[config.mk]
export PLATFORM = sky130hd
export DESIGN_NAME = rsg_top
export DESIGN_NICKNAME = d
export VERILOG_FILES = /design/src/verilog/rsg_pkg.sv /design/src/verilog/rsg_brg.sv /design/src/verilog/rsg_top.sv
export SDC_FILE = /design/constraint.sdc
export NUM_CORES = 1
export LEC_CHECK = 0
export BUFFER_PORTS_ARGS = -buffer_cell sky130_fd_sc_hd__clkbuf_2
export CAP_MARGIN = 20
export CORE_UTILIZATION = 55
export DETAILED_ROUTE_END_ITERATION = 10
export PLACE_DENSITY = 0.82
export SETUP_SLACK_MARGIN = 0.05
export SYNTH_ARGS = -nofsm -noshare
export SYNTH_HDL_FRONTEND = slang
export SYNTH_HIERARCHICAL = 1
export SYNTH_SLANG_ARGS = --single-unit
[constraint.sdc]
create_clock -name mclk_i -period 7.7 [get_ports mclk_i]
set_input_delay 0.77 -clock mclk_i [delete_from_list [all_inputs] [get_ports mclk_i]]
set_output_delay 0.77 -clock mclk_i [all_outputs]
set_load 0.005 [all_outputs]
[src/verilog/rsg_pkg.sv]
// Constants, types and state layout for the repeated start generator
`default_nettype none
package rsg_pkg;
    localparam int BRG_W = 7;
    localparam int BRG_FIRST_W = 6;
    localparam int REPEATED_START_ENABLE_BIT = 1;
    localparam int LOCK_W = 5;
    localparam int START_BIT = 3;
    localparam logic [7:0] CTRL2_RST = 8'h00;
    localparam logic [7:0] SBUF_RST = 8'h00;

    typedef enum logic [2:0] {
        ST_IDLE      = 3'b000,
        ST_SCL_LOW   = 3'b001,
        ST_SDA_REL   = 3'b010,
        ST_SCL_REL   = 3'b011,
        ST_HIGH_HOLD = 3'b100,
        ST_SDA_LOW   = 3'b101,
        ST_HOLD      = 3'b110
    } rsg_fsm_t;

    typedef struct packed {
        logic scl;
        logic sda;
    } rsg_line_t;

    typedef struct packed {
        rsg_fsm_t st;
        logic [7:0] ctrl2;
        logic [7:0] sbuf;
        rsg_line_t drv;
        rsg_line_t smp;
        logic start_seen;
        logic irq;
        logic write_collision_flag;
        logic bcl;
        logic tx_start;
    } rsg_main_t;
endpackage : rsg_pkg
`default_nettype wire

[src/verilog/rsg_brg.sv]
// Baud rate generator: loadable down counter with expiry strobe
`default_nettype none
module rsg_brg #(
    parameter int W = rsg_pkg::BRG_W
) (
    // Clock and reset
    input wire logic mclk_i,
    input wire logic rst_n_i,
    // Load
    input wire logic load_i,
    input wire logic [W-1:0] val_i,
    // Status
    output logic tick_o,
    output logic [W-1:0] cnt_o
);
    import rsg_pkg::*;

    typedef struct packed {
        logic [W-1:0] cnt;
        logic run;
    } rsg_brg_st_t;

    rsg_brg_st_t s_r;
    rsg_brg_st_t s_nxt;

    // Period is val_i + 1 cycles from the load
    assign tick_o = s_r.run && (s_r.cnt == '0);
    assign cnt_o = s_r.cnt;

    always_comb begin
        s_nxt = s_r;
        if (load_i) begin
            s_nxt.cnt = val_i;
            s_nxt.run = 1'b1;
        end else if (s_r.run) begin
            // No reload on expiry; the owner decides
            if (s_r.cnt == '0) begin
                s_nxt.run = 1'b0;
            end else begin
                s_nxt.cnt = s_r.cnt - 1'b1;
            end
        end
    end

    always_ff @(posedge mclk_i or negedge rst_n_i) begin
        if (!rst_n_i) begin
            s_r <= '0;
        end else begin
            s_r <= s_nxt;
        end
    end
endmodule : rsg_brg
`default_nettype wire

[src/verilog/rsg_top.sv]
// Master repeated start generator with flags and collision detection
`default_nettype none
// Behaviour
// - Repeated start begins only when enable bit set while master logic idle.
// - On enable, SCL is pulled low first.
// - SCL seen low: load baud counter from reload bits 5:0, start it.
// - SDA released high for exactly one baud period during that count.
// - Count expires with SDA high: release SCL.
// - SCL seen high: reload from bits 6:0; both lines high one period.
// - Then SDA pulled low one baud period while SCL high.
// - At end enable clears, no reload, SDA stays held low.
// - Start seen flag sets when a START appears on the lines.
// - Serial port flag rises only after the last baud period expires.
// - Enable written during another bus event is ignored.
// - Collision if SDA low when SCL rises during the sequence.
// - Collision if SCL falls before SDA is pulled low.
// - After the flag, buffer byte is handed to the transmitter.
// - Buffer write during sequence sets write collision, buffer kept.
// - Lower 5 control bits locked until the sequence completes.
// - Bus collision flag stays set until software clears it.
module rsg_top (
    // Clock and reset
    input wire logic mclk_i,
    input wire logic rst_n_i,
    // Control register write port
    input wire logic ctrl2_we_i,
    input wire logic [7:0] ctrl2_wdata_i,
    input wire logic [rsg_pkg::BRG_W-1:0] baud_reload_i,
    input wire logic other_busy_i,
    // Buffer write port
    input wire logic sbuf_we_i,
    input wire logic [7:0] sbuf_wdata_i,
    // Flag clears
    input wire logic irq_clr_i,
    input wire logic write_collision_flag_clr_i,
    input wire logic bcl_clr_i,
    // Bus lines, open drain
    input wire rsg_pkg::rsg_line_t line_i,
    output logic [1:0] line_o,
    output rsg_pkg::rsg_line_t line_oe_o,
    // Status
    output logic [7:0] ctrl2_o,
    output logic [7:0] sbuf_o,
    output logic start_seen_o,
    output logic irq_o,
    output logic write_collision_flag_o,
    output logic bcl_o,
    output logic tx_start_o
);
    import rsg_pkg::*;

    rsg_main_t s_r;
    rsg_main_t s_nxt;
    logic brg_load;
    logic [BRG_W-1:0] brg_val;
    logic brg_tick;
    logic [BRG_W-1:0] brg_cnt;
    logic busy;
    logic col;

    rsg_brg #(
        .W(BRG_W)
    ) u_brg (
        .mclk_i(mclk_i),
        .rst_n_i(rst_n_i),
        .load_i(brg_load),
        .val_i(brg_val),
        .tick_o(brg_tick),
        .cnt_o(brg_cnt)
    );

    assign busy = (s_r.st != ST_IDLE) && (s_r.st != ST_HOLD);

    always_comb begin
        s_nxt = s_r;
        s_nxt.tx_start = 1'b0;
        s_nxt.smp = line_i;
        brg_load = 1'b0;
        brg_val = '0;
        col = 1'b0;
        // Clears first so a same-cycle event wins
        if (irq_clr_i) begin
            s_nxt.irq = 1'b0;
        end
        if (write_collision_flag_clr_i) begin
            s_nxt.write_collision_flag = 1'b0;
        end
        if (bcl_clr_i) begin
            s_nxt.bcl = 1'b0;
        end
        // Stop clears the start indication
        if (s_r.smp.scl && line_i.scl && !s_r.smp.sda && line_i.sda) begin
            s_nxt.start_seen = 1'b0;
        end
        if (s_r.smp.scl && line_i.scl && s_r.smp.sda && !line_i.sda) begin
            s_nxt.start_seen = 1'b1;
        end
        if (ctrl2_we_i) begin
            s_nxt.ctrl2[7:LOCK_W] = ctrl2_wdata_i[7:LOCK_W];
            // No event queueing, so the low bits wait for completion
            if (!busy) begin
                s_nxt.ctrl2[LOCK_W-1:0] = ctrl2_wdata_i[LOCK_W-1:0];
                if (other_busy_i) begin
                    s_nxt.ctrl2[REPEATED_START_ENABLE_BIT] = 1'b0;
                end
            end
        end
        unique case (s_r.st)
            ST_IDLE, ST_HOLD: begin
                if (s_r.ctrl2[REPEATED_START_ENABLE_BIT]) begin
                    s_nxt.drv.scl = 1'b1;
                    s_nxt.st = ST_SCL_LOW;
                end
            end
            ST_SCL_LOW: begin
                if (!line_i.scl) begin
                    brg_load = 1'b1;
                    brg_val = {1'b0, baud_reload_i[BRG_FIRST_W-1:0]};
                    s_nxt.drv.sda = 1'b0;
                    s_nxt.st = ST_SDA_REL;
                end
            end
            ST_SDA_REL: begin
                if (brg_tick) begin
                    if (line_i.sda) begin
                        s_nxt.drv.scl = 1'b0;
                        s_nxt.st = ST_SCL_REL;
                    end else begin
                        col = 1'b1;
                    end
                end
            end
            ST_SCL_REL: begin
                if (line_i.scl) begin
                    if (!line_i.sda) begin
                        col = 1'b1;
                    end else begin
                        brg_load = 1'b1;
                        brg_val = baud_reload_i;
                        s_nxt.st = ST_HIGH_HOLD;
                    end
                end
            end
            ST_HIGH_HOLD: begin
                // Low SCL here may be another master sending a one
                if (!line_i.scl || (brg_tick && !line_i.sda)) begin
                    col = 1'b1;
                end else if (brg_tick) begin
                    s_nxt.drv.sda = 1'b1;
                    brg_load = 1'b1;
                    brg_val = baud_reload_i;
                    s_nxt.st = ST_SDA_LOW;
                end
            end
            ST_SDA_LOW: begin
                if (brg_tick) begin
                    s_nxt.ctrl2[REPEATED_START_ENABLE_BIT] = 1'b0;
                    s_nxt.irq = 1'b1;
                    s_nxt.st = ST_HOLD;
                end
            end
            default: begin
                s_nxt.st = ST_IDLE;
            end
        endcase
        if (col) begin
            s_nxt.bcl = 1'b1;
            s_nxt.drv = '0;
            s_nxt.ctrl2[REPEATED_START_ENABLE_BIT] = 1'b0;
            s_nxt.st = ST_IDLE;
        end
        if (sbuf_we_i) begin
            if (busy) begin
                s_nxt.write_collision_flag = 1'b1;
            end else begin
                s_nxt.sbuf = sbuf_wdata_i;
                s_nxt.tx_start = 1'b1;
                // Transmitter takes the data line over from here
                if (s_nxt.st == ST_HOLD) begin
                    s_nxt.drv.sda = 1'b0;
                    s_nxt.st = ST_IDLE;
                end
            end
        end
    end

    always_ff @(posedge mclk_i or negedge rst_n_i) begin
        if (!rst_n_i) begin
            s_r.st <= ST_IDLE;
            s_r.ctrl2 <= CTRL2_RST;
            s_r.sbuf <= SBUF_RST;
            s_r.drv <= '0;
            s_r.smp <= '1;
            s_r.start_seen <= 1'b0;
            s_r.irq <= 1'b0;
            s_r.write_collision_flag <= 1'b0;
            s_r.bcl <= 1'b0;
            s_r.tx_start <= 1'b0;
        end else begin
            s_r <= s_nxt;
        end
    end

    // Open drain: value is always low, enable does the work
    assign line_o = 2'b00;
    assign line_oe_o = s_r.drv;
    assign ctrl2_o = s_r.ctrl2;
    assign sbuf_o = s_r.sbuf;
    assign start_seen_o = s_r.start_seen;
    assign irq_o = s_r.irq;
    assign write_collision_flag_o = s_r.write_collision_flag;
    assign bcl_o = s_r.bcl;
    assign tx_start_o = s_r.tx_start;
endmodule : rsg_top
`default_nettype wire
---- After elaboration in Yosys (flattened, before gate mapping) ----
Cells that the tools add are included.
cells by class
  add/sub/neg operators ................... 1
  eq/ne operators ......................... 12
  muxes and demuxes ....................... 65
  bitwise logic cells ..................... 1
  reduce and logical (&&, ||, !) cells .... 24
operators with widths
  cell                                                                count
  3-bit 2-to-1 mux                                                    13
  1-bit 2-to-1 mux                                                    35
  7-bit 2-to-1 mux                                                    5
  7-bit case mux with 3 select lines                                  1
  3-bit case mux with 6 select lines                                  1
  8-bit 2-to-1 mux                                                    2
  3-bit == test, second input constant                                4
  3-bit != test, second input constant                                4
  1-bit logical AND                                                   8
  7-bit logical NOT                                                   1
  7-bit by 1-bit subtractor with 7-bit output, second input constant  1
  3-bit by 2-bit == test with 1-bit output, second input constant     2
  2-bit 2-to-1 mux                                                    3
  6-bit 2-to-1 mux                                                    1
  1-bit case mux with 3 select lines                                  2
  2-bit AND reduction                                                 3
  2-bit nonzero test                                                  3
  3-bit nonzero test                                                  2
  1-bit case mux with 2 select lines                                  2
  4-bit AND reduction                                                 1
  3-bit by 1-bit == test with 1-bit output, second input constant     1
  1-bit logical NOT                                                   3
  3-bit logical NOT                                                   1
  2-bit != test, second input constant                                1
  other kinds (3)                                                     3
storage, ports and cells
  register bits after elaboration ......... 36
  bits of input ports ..................... 33
  output and inout port bits .............. 25
  word-level logic and storage cells ...... 119

---- Depth between registers and ports, before layout ----
Gate-level depths: netlist (run 1).
  depth in word-level cells ............... 11
  gate-level depth with buffers ........... 12
  gate-level depth less buffers ........... 11

---- Cells and area by module ----
The synthesis (run 1) kept the hierarchy.
modules (own cells, without submodules)
  module   times used  cells each  area each (µm²)  seq. area each (µm²)
  rsg_top  1           143         1477.7           703.2
  rsg_brg  1           60          548.0            200.2

---- Least setup slack after synthesis (run 1) ----
OpenSTA, ideal clock, no wires.
  path type ............................... reg2reg
  from .................................... register u_brg.s_r, in the netlist u_brg/cnt_o[3]
  to ...................................... register u_brg.s_r, in the netlist u_brg/cnt_o[0]
  library setup time ...................... 0.127 ns
  arrival ................................. 2.583 ns
  setup slack ............................. 4.990 ns
  stages on the path, launching flop included .. 11
  buffers on the path ..................... 1
  clock period less this slack ............ 2.710 ns
  cell sequence ........................... dfrtp_1 -> or4_1 -> nor3_1 -> nor4bb_1 -> o21bai_1 -> o21a_1 -> inv_1 -> clkbuf_1 -> nor3b_1 -> a21oi_1 -> nand3b_1
between the ends
  word-level cells in the longest chain between the ends .. 8
ends and longest elaborated chain
  element                                                                      RTL line        source
  start, declared                                                              rsg_brg.sv:23   rsg_brg_st_t s_r;
  start signal, assigned                                                       rsg_brg.sv:49   s_r <= s_nxt;
  7-bit logical NOT (*)                                                        rsg_brg.sv:27   assign tick_o = s_r.run && (s_r.cnt == '0);
  1-bit logical AND (*)                                                        rsg_brg.sv:27
  named net brg_tick                                                           rsg_top.sv:56   logic brg_tick;
  1-bit logical AND                                                            rsg_top.sv:146  if (!line_i.scl || (brg_tick && !line_i.sda)) begin
  1-bit logical OR                                                             rsg_top.sv:146
  1-bit 2-to-1 mux (*)                                                         rsg_top.sv:146
  1-bit case mux with 3 select lines (*)                                       rsg_top.sv:108  unique case (s_r.st)
  named net brg_load                                                           rsg_top.sv:54   logic brg_load;
  2-bit != test (no source line) / 2-bit nonzero test (equally long branches)  n/a
  2-bit AND reduction (no source line)                                         n/a
Mark *: on every way through the listed nets, which the timed path passes. The rest lies on a longest branch.
A chain may end at the register's enable or synchronous reset.

---- Final worst setup path (run 1) ----
  from .................................... register u_brg.s_r, in the netlist u_brg/cnt_o[3]
  to ...................................... register u_brg.s_r, in the netlist u_brg/cnt_o[5]
Same word-level chain as after synthesis.

==> results.txt, run 1 <==
The detailed router finished its first iteration with 76 violations. The analysis attributes to cell leakage a power of 1.03 nW. The cell at the root of the clock tree is clkbuf_4.

The number of rows created at floorplan came out at 21. The slew at the pin closest to its max-slew limit is 0.852 ns. The hold violation count in the final report came out at 0. The most critical setup path has its startpoint at u_brg/cnt_o[3].

The total met2 wirelength after detailed routing is roughly 1700 um. The fraction of final layout cells sized beyond drive strength 1 came out at approximately 36%. Summed over all layers, the global routing overflow is 0. The largest net degree at the start of global routing is 37. The number of buffers added for setup after CTS came out at 0. The arrival time at the worst endpoint came out at between 3 and 4 ns.

The hold buffer count at CTS is 0. The net count of the finished layout is 264. The antenna violation net count after detailed routing came out at 0. The setup slack of the critical path after layout is between 4 and 5 ns. The post-synthesis cell area came out at 0.00197 mm2. The DRC violation count after routing is 0. The minimum clock period came out at around 3.2 ns. The number of antenna violations at the first check in global routing is 0. The antenna diode count is 0. Power spread over the standard cell area amounts to between 300 and 400 mW/mm2. The critical path launch point type is a register. Setup repair after global routing left no endpoint under its margin. TritonCTS built the clock tree. The delay of the slowest cell on the worst path came out at 0.55 ns. The x dimension of the die is 61.9 um.

The worst supply voltage drop on vdd came out at ~0.00016 V. The worst-case clock skew came out at around 0.0094 ns. The y dimension of the die came out at 61.9 um. The aggregate global-route resource usage is about a fifth. The wire length on met1 came out at 1590 um.

Adding up every negative setup slack in the final design gives 0 ns. The via count of the first global-routing pass came out at approximately 1.3k. Synthesis handed over a netlist of 196 instances. The cell that appears most often on the critical path is inv_1. The setup violation total in the final timing report came out at 0. The worst path required time came out at 7.93 ns.

Along the worst path, the maximum fanout reaches 13. The wire length of the first global-routing pass is 5600 um. The final max-slew violation count came out at 0. In this run the critical register-to-register path is captured at u_brg/cnt_o[5]. The number of input and output port buffers inserted is between 50 and 60. The via density per instance is roughly 5.5. The routed wirelength normalized by instance count is around 13 um. Measured against its own limit, the worst slew margin works out to a little over two fifths.

The number of top-level design ports came out at 58. The number of iterations in the first detailed-routing pass came out at 4. The later-pin clock latency in the skew report is 0.34 ns.

The maximum buffer depth of the clock tree came out at 2. The clock slew at the register clock pins of the worst setup and hold paths is around 0.10 ns. The die covers between 0.003 and 0.004 mm2.

The worst setup path is captured at a register. Max-cap violations in this run came to 0. The top routing layer in use is met4. Yosys printed 6 warnings. The mean instance size in the synthesized netlist came out at roughly 10 um2. The layout overhead on the synthesized area came out at 10.8%.

The length in cells of the worst reg-to-reg path is 9. The number of gates resized after CTS was 0. The setup slack at placement is around 4.5 ns. The highest-delay cell along the critical path is or4_1. Summed over all nets, the half-perimeter wirelength after detailed placement is 2600 um. Setup slack on the worst reg-to-reg path comes out at about 4.5 ns. The routed wire length is 3480 um. The weighted congestion reported at the end of routability-driven placement came out at roughly 0.84. The critical path goes through or4_1 > nor3_1 > nor4bb_1 > o21bai_1 > o21a_1 > inv_1 > inv_1 > o311a_1 > a221o_1. By startpoint and endpoint, the worst setup path is classified as reg -> reg. The type of the worst min-delay path is reg -> reg. The met3 wire length is ~170 um. The initial utilization of the core area, before any placement, comes to approximately three fifths. The total core area came out at about 0.0034 mm2. In this run the worst setup path terminates at u_brg/cnt_o[5].

The launch instance of the worst register-to-register path is u_brg/cnt_o[3]. The final worst-path cycle share came out at 41.0%. The clock net sink count is 36.

The maximum level of the CTS H-tree is 2. Summing over every cut layer, the via total after detailed routing is roughly 1.5k. Derived from the worst setup path, the maximum achievable clock frequency is roughly 320 MHz. The number of buffers created by CTS is 5. The flow ran to the end, and the final reports show no timing, DRC or antenna violations.
[sequential cells by signal, summed over array words and instances, names as in the netlist]
register                flops
start_seen_o                1
ctrl2_o                     8
irq_o                       1
u_brg/cnt_o                 7
bcl_o                       1
s_r                         5
write_collision_flag_o      1
sbuf_o                      8
u_brg/s_r                   1
tx_start_o                  1
line_oe_o                   2
[worst max-delay path: cells and delay by family, from the launching register on]
family,cells,cell delay [ns]
flip-flops,1,0.44
AND/OR/NAND/NOR,3,1.45
buffers and inverters,2,0.47
AO/OA/AOI/OAI,4,0.69
[cell type report]
type	instances	area, um2
inverter	12	45.0
clock buffer	8	58.8
sequential	36	903
tap	46	57.6
fill	287	1200
multi-input combinational	119	838
timing repair buffer	56	283
[cell usage in the layout, fill, tap and decap left out, types with 3 or more instances in the layout]
master,n
nor2_1,4
nor2b_1,9
inv_1,12
nand2b_1,3
a2111oi_0,3
nand3b_1,3
o21ai_0,12
nor3_1,6
dfrtp_1,34
a21oi_1,7
a211o_1,3
clkbuf_2,55
mux2_2,15
clkbuf_4,5
nand2_1,12
[through the flow]
stage	hold WS [ns]	std cells	instance area [um2]	power, mW	utilization (%)
floorplan	0.474	197	1980	0.586	-
global placement	0.463	269	2130	0.623	62.8
detailed placement	0.468	269	2130	0.631	62.8
CTS	0.490	277	2190	0.733	64.5
global route	0.517	277	2190	0.795	64.5
finish	0.487	277	2190	0.729	64.5
[metal layers]
| layer | global-route usage, % | up-vias |
|---|---|---|
| li1 | - | 744 |
| met1 | 26.4 | 730 |
| met2 | 32.1 | 39 |
| met3 | 6.83 | 6 |
| met4 | 8.25 | 0 |
| met5 | 0 | - |
[worst min path at each step]
| stage | end | start | slack (ns) | cells after the start |
|---|---|---|---|---|
| 2_1_floorplan | bcl_o | rst_n_i | 0.47 | 0 |
| 3_3_place_gp | bcl_o | bcl_o | 0.46 | 1 |
| 3_5_place_dp | bcl_o | bcl_o | 0.47 | 1 |
| 4_1_cts | bcl_o | bcl_o | 0.49 | 1 |
| 5_1_grt | bcl_o | bcl_o | 0.52 | 1 |
| 6_report | bcl_o | bcl_o | 0.49 | 1 |
[power by group]
part	total (mW)	switching, mW	internal, mW	leakage, nW
Clock	0.102	0.0570	0.0450	0.0326
Combinational	0.292	0.137	0.155	0.569
Sequential	0.335	0.0741	0.261	0.433
(Power assumes the default switching activity.)
==> run 2: changes to the inputs <==
--- a/config.mk
+++ b/config.mk
@@ -7,9 +7,9 @@
 export LEC_CHECK = 0
 export BUFFER_PORTS_ARGS = -buffer_cell sky130_fd_sc_hd__clkbuf_2
 export CAP_MARGIN = 20
-export CORE_UTILIZATION = 55
+export CORE_UTILIZATION = 52
 export DETAILED_ROUTE_END_ITERATION = 10
-export PLACE_DENSITY = 0.82
+export PLACE_DENSITY = 0.78
 export SETUP_SLACK_MARGIN = 0.05
 export SYNTH_ARGS = -nofsm -noshare
 export SYNTH_HDL_FRONTEND = slang
==> constraint.sdc (replaced) <==
create_clock -name mclk_i -period 3.13 [get_ports mclk_i]
set_input_delay 0.313 -clock mclk_i [delete_from_list [all_inputs] [get_ports mclk_i]]
set_output_delay 0.313 -clock mclk_i [all_outputs]
set_load 0.005 [all_outputs]
==> run 2 against run 1 <==
Critical path depth unchanged. Non-clock buffer count is 1 higher. Via count shrank 0.39%. Flip-flop and latch count unchanged. Total power rose to 2.7 times the previous value. Clock skew fell by 0.0054 ns. Sequential power up 150%. Maximum frequency is 16% higher. Die area increased by 5.6%. Critical endpoint unchanged. Design area up 2.9%. Highest routed layer unchanged. Combinational power rose to 2.5 times the previous value. Hold slack worse by 0.36 ns.
==> results.txt, run 2 (synthesis results as in run 1) <==
Leaving out fill and tap cells, the most frequent cell in the layout is clkbuf_2. The via count of the first global-routing pass was 1,350 (+7.6%). The wire length of the first global-routing pass is 6020 um (+7.5%).

The remaining global-route overflow came to 0 (unchanged). The worst-case clock skew came out at 0.00408 ns (-0.00536 ns). The later-pin clock latency in the skew report came out at 0.29 ns (-0.05 ns). The minimum clock period was 2.72 ns (-0.435 ns). The final max-slew violation count is 0 (unchanged). The x dimension of the die is 63.6 um (+2.8%).

The number of maximum-capacitance violations came out at 0 (unchanged). The fraction of final layout cells sized beyond drive strength 1 is 37.1% (+1.1 points). The number of antenna violations at the first check in global routing came out at 0 (unchanged).

The setup TNS is 0 ns (unchanged). The DRC violation count after routing is 0 (unchanged). The startpoint-to-endpoint class of the critical path is reg -> reg. The run finished with clean final reports. The vias after detailed routing was 1,513 (-0.39%). The slew at the pin closest to its max-slew limit came out at 0.867 ns (+0.0149 ns). The starting DRC count in detailed routing was 55 (-28%). TritonCTS built the clock tree.

The die outline area is 0.00404 mm2 (+5.6%). The maximum fanout along the worst path is 13 (unchanged). The maximum buffer depth of the clock tree came out at 2 (unchanged). The worst path required time came out at 3.30 ns (-4.63 ns). The initial core utilization came to 53.9% (-4.3 points). The number of input and output port buffers inserted was 55 (unchanged). The final worst-path cycle share is 87.0% (+46 points). The number of top-level design ports is 58 (unchanged). The via density per instance is 5.40 (-1.5%). Setup repair after global routing left no endpoint under its margin. The layout overhead on the synthesized area is 14.0%. The antenna violation net count after detailed routing is 0 (unchanged). The power per cell area is 867 mW/mm2 (+160%). The total power draw was 1.95 mW (+170%). The total half-perimeter wirelength after legalization and detailed placement is 2610 um (+0.46%). The setup violation total in the final timing report came to 0 (unchanged). The hold buffer count at CTS is 0 (unchanged). The post-detailed-placement cell area came out at 0.00214 mm2 (+0.47%). The worst slew slack as a fraction of its limit came out at 42.2% (-1.0 points). The number of buffers created by CTS is 5 (unchanged). The type of the worst min-delay path is in -> async. The arrival time at the worst endpoint came to 2.90 ns (-0.49 ns).

The routed wirelength normalized by instance count came to 12.8 um (+2.3%). The number of buffers added for setup after CTS came to 0 (unchanged). The final layout net count came to 265 (+0.38%). The critical path capture point type is a register.

STA classifies the critical path startpoint as a register. The post-cts sizing count came to 0 (unchanged). The number of iterations in the first detailed-routing pass came to 4 (unchanged).

The total core area came out at 0.00366 mm2 (+8.0%). The antenna diode count came out at 0 (unchanged). The number of rows created at floorplan came to 22 (+4.8%). The clock net sink count came out at 36 (unchanged). The worst supply voltage drop on vdd came out at 0.000389 V (+150%). The clock slew at the register clock pins of the worst setup and hold paths came to 0.07 ns (-0.03 ns). The weighted congestion reported at the end of routability-driven placement came out at 0.844 (+0.95%). The hold violation count in the final report came to 0 (unchanged). The aggregate global-route resource usage came out at 19.4% (-1.1 points). The routed wire length came out at 3600 um (+3.5%). The maximum level of the CTS H-tree came out at 2 (unchanged).

The largest net degree at the start of global routing came out at 37 (unchanged). The final instance area came out at 0.00225 mm2 (+2.9%). The static leakage came out at 1.05 nW (+1.8%). The worst hold margin is 0.131 ns (-0.357 ns). The y dimension of the die is 63.6 um (+2.8%).

The core occupancy in the finished layout is 61.4% (-3.1 points). The achievable frequency is 367 MHz (+16%). In this run the clock root is driven by a clkbuf_8. The top cell types in the final layout, fill and taps aside, are 55 x clkbuf_2, 34 x dfrtp_1, 15 x mux2_2, 12 x nand2_1, 12 x o21ai_0.
[run 2: cell types whose count changed in the layout (fill, tap and decap cells not counted), sizes merged]
cell      before  now
clkinv         0    1
buf            1    2
clkbuf        63   61
inv           12   11
clkinvlp       0    1
bufinv         0    1
[run 2: worst paths after layout]
| check | startpoint | end | slack (ns) | cells after the start |
|---|---|---|---|---|
| setup / recovery | u_brg/cnt_o[3] | u_brg/cnt_o[5] | 0.41 | 9 |
| hold / removal | rst_n_i | sbuf_o[2] | 0.13 | 1 |
| setup reg to reg | u_brg/cnt_o[3] | u_brg/cnt_o[5] | 0.41 | 9 |
| hold reg to reg | bcl_o | bcl_o | 0.48 | 1 |
| max in group asynchronous | rst_n_i | line_oe_o[0] | 2.46 | 1 |
| min in group mclk_i | line_i[0] | s_r[5] | 0.21 | 1 |
[run 2: power by group]
part	total, mW	switching (mW)	internal (mW)
Sequential	0.824	0.181	0.643
Clock	0.396	0.160	0.236
Combinational	0.731	0.346	0.386
Total	1.95	0.686	1.26
[run 2: area by class of cell]
class	count	area, um2
inverter	12	48.8
multi-input combinational	119	838
tap	48	60.1
fill	327	1410
sequential	36	903
timing repair buffer	57	290
clock buffer	6	72.6
clock inverter	2	35.0
[run 2: worst max-delay path, stage by stage, from the launching register on]
cell and delay, ns:
dfrtp_1 0.43, or4_1 0.55, nor3_1 0.24, nor4bb_1 0.32, o21bai_1 0.11, o21a_1 0.22, clkinvlp_4 0.22, inv_1 0.13
o311a_1 0.13, a221o_1 0.26
[run 2: metrics by stage]
step	std cells	worst slack, ns
2_1_floorplan	197	0.432
3_3_place_gp	272	0.398
3_5_place_dp	272	0.316
4_1_cts	280	0.303
5_1_grt	280	0.155
6_report	280	0.405
[run 2: metal layers]
| metal | global-route usage [%] | wire length [um] |
|---|---|---|
| met2 | 32.2 | 1700 |
| met3 | 5.80 | 185 |
| met5 | 0 | 0 |
| met4 | 6.82 | 62 |
| met1 | 23.8 | 1650 |
==> run 3: changes to the inputs <==
--- a/config.mk
+++ b/config.mk
@@ -10,6 +10,7 @@
 export CORE_UTILIZATION = 52
 export DETAILED_ROUTE_END_ITERATION = 10
 export PLACE_DENSITY = 0.78
+export RECOVER_POWER = 25
 export SETUP_SLACK_MARGIN = 0.05
 export SYNTH_ARGS = -nofsm -noshare
 export SYNTH_HDL_FRONTEND = slang
==> run 3 against run 2 <==
Worst setup slack barely moved. The run now ends with max-capacitance violations, max-slew violations left. Total power barely moved. Maximum frequency barely moved. Flip-flop and latch count did not move. Via count rose by 0.46%. Wire length fell by 0.22%. Hold slack improved by 0.077 ns. Global-route usage did not move. Clock power barely moved. Non-clock buffer count did not move. Highest routed layer unchanged. Design area fell by 0.17%. Combinational power barely moved.
==> results.txt, run 3 (synthesis results as in run 1) <==
The number of rows created at floorplan was 22 (unchanged). The final worst-path cycle share came out at 87.0% (about the same). The setup slack at placement was 0.316 ns (unchanged).

The worst hold path passes through 2 cells. The total core area came to 0.00366 mm2 (unchanged). The final max-slew violation count is 37 (+37). The final layout net count is 265 (unchanged). The flow ran to the end, but the final reports show violations. The antenna diode count is 0 (unchanged). The checks that failed: max-capacitance violations, max-slew violations. The critical path capture point type is a register. In the layout the commonest cells are 52 x clkbuf_2, 34 x dfrtp_1, 15 x mux2_2, 12 x nand2_1, 12 x o21ai_0. The wire length of the first global-routing pass was 6020 um (unchanged). The register-to-register setup slack is 0.41 ns (about the same). Tracing the worst setup path back leads to its startpoint at u_brg/cnt_o[3]. The initial core utilization came to 53.9% (unchanged). The number of non-filler instances in the completed layout was 280 (unchanged). The setup slack of the critical path after layout is 0.406 ns (+0.000365 ns).

The worst setup path is launched from a register. Setup repair after global routing left no endpoint under its margin. The aggregate global-route resource usage is 19.4% (unchanged). The die outline area came out at 0.00404 mm2 (unchanged).

The worst register-to-register path ends at u_brg/cnt_o[5]. The fraction of final layout cells sized beyond drive strength 1 is 35.8% (-1.3 points). The arrival time at the worst endpoint came out at 2.90 ns (about the same).

The hold buffer count at CTS is 0 (unchanged). The layout filler cell count came out at 329 (+0.61%). The maximum fanout along the worst path came to 13 (unchanged). The routed wirelength normalized by instance count is 12.8 um (-0.22%). In this run the worst hold path is classified as in -> reg.

The number of top-level design ports came out at 58 (unchanged). The worst-case clock skew is 0.00405 ns (-0.0000279 ns). The later-pin clock latency in the skew report came out at 0.29 ns (about the same). The most frequent standard cell in the layout excluding fill and tap cells is clkbuf_2.

The vias after detailed routing came out at 1,520 (+0.46%). The achievable frequency came to 367 MHz (about the same). The largest net degree at the start of global routing came out at 37 (unchanged). The number of iterations in the first detailed-routing pass is 4 (unchanged).

The number of antenna violations at the first check in global routing is 0 (unchanged). The clock net sink count came out at 36 (unchanged). The clock slew at the register clock pins of the worst setup and hold paths came out at 0.07 ns (about the same). The slew at the pin closest to its max-slew limit came out at 1.85 ns (+0.983 ns). The y dimension of the die is 63.6 um (unchanged). The number of input and output port buffers inserted is 55 (unchanged). The hold violation count in the final report is 0 (unchanged). The via count of the first global-routing pass is 1,350 (unchanged).

The number of buffers created by CTS is 5 (unchanged). The worst path required time is 3.30 ns (about the same). The minimum clock period came out at 2.72 ns (-0.000365 ns). The register area came out at 903 um2 (unchanged). The maximum buffer depth of the clock tree was 2 (unchanged).

The DRC violation count after routing came out at 0 (unchanged). The worst slew slack as a fraction of its limit came to -23.3% (-66 points). In this run the critical register-to-register path is launched from u_brg/cnt_o[3].

The starting DRC count in detailed routing was 55 (unchanged). The antenna violation net count after detailed routing was 0 (unchanged). The length in cells of the worst reg-to-reg path came to 9 (unchanged). The weighted congestion reported at the end of routability-driven placement came out at 0.844 (unchanged). The worst supply voltage drop on vdd is 0.000389 V (about the same). The power per cell area came out at 868 mW/mm2 (+0.12%). The number of cells after detailed placement came out at 272 (unchanged). The total area of multi-input combinational cells is 838 um2 (unchanged). The x dimension of the die is 63.6 um (unchanged). The static leakage is 1.04 nW (-0.85%). The via density per instance is 5.43 (+0.46%). The setup TNS is 0 ns (unchanged).

The cell at the root of the clock tree is clkbuf_8. The maximum level of the CTS H-tree came out at 2 (unchanged). The total half-perimeter wirelength after legalization and detailed placement is 2610 um (unchanged). The number of maximum-capacitance violations was 1 (+1).

The remaining global-route overflow came out at 0 (unchanged). The startpoint-to-endpoint class of the critical path is reg -> reg. Following the worst setup path forward leads to its endpoint at u_brg/cnt_o[5]. The area growth from synthesis to layout is 13.8%.

TritonCTS built the clock tree. The routed wire length is 3590 um (-0.22%). The setup violation total in the final timing report came out at 0 (unchanged).
-- run 3: where the power goes --
group	internal (mW)	switching, mW	total [mW]
registers	0.643	0.180	0.823
clock network	0.236	0.160	0.396
logic	0.385	0.346	0.731
-- run 3: worst min-delay path by stage --
| stage | slack, ns | end | from |
|---|---|---|---|
| 2_1_floorplan | 0.02 | bcl_o | rst_n_i |
| 3_3_place_gp | 0.47 | sbuf_o[2] | rst_n_i |
| 3_5_place_dp | 0.47 | sbuf_o[2] | rst_n_i |
| 4_1_cts | 0.16 | sbuf_o[2] | rst_n_i |
| 5_1_grt | 0.22 | write_collision_flag_o | write_collision_flag_clr_i |
| 6_report | 0.21 | write_collision_flag_o | write_collision_flag_clr_i |
-- run 3: cell type report --
class                   count  area share, %
clock buffers               6           3.23
clock inverters             2           1.56
repair buffers             57           12.8
multi-input cells         119           37.3
well taps                  48           2.68
inverters                  12           2.17
flip-flops and latches     36           40.2
-- run 3: through the flow --
step / instance area, um2 / hold slack, ns / util (%) / power, mW
floorplan: 1980 / 0.0174 / - / 1.44
detailed placement: 2140 / 0.467 / 58.4 / 1.56
global route: 2240 / 0.219 / 61.3 / 2.09
global placement: 2140 / 0.470 / 58.4 / 1.53
CTS: 2240 / 0.158 / 61.3 / 1.96
finish: 2240 / 0.207 / 61.3 / 1.95
-- run 3: metal layers --
| layer | vias to the layer above | wire, um | share of wire, % | GRT usage (%) |
|---|---|---|---|---|
| li1 | 746 | - | - | - |
| met1 | 720 | 1640 | 46 | 23.8 |
| met2 | 47 | 1700 | 47 | 32.2 |
| met3 | 7 | 192 | 5.4 | 5.80 |
| met4 | 0 | 62 | 1.7 | 6.82 |
| met5 | - | 0 | 0 | 0 |
-- run 3: timing repair --
action / in CTS / in global routing
endpoints found under the setup margin: 0 / 1
buffers inserted: 0 / 0
gates resized for setup: 0 / 1
hold endpoints to repair: 0 / 0
-- run 3: critical path: stages, from the launching register on --
cell and delay [ns]:
dfrtp_1 0.43, or4_1 0.55, nor3_1 0.24, nor4bb_1 0.32
o21bai_1 0.11, o21a_1 0.22, clkinvlp_4 0.22, inv_1 0.13
o311a_1 0.13, a221o_1 0.26
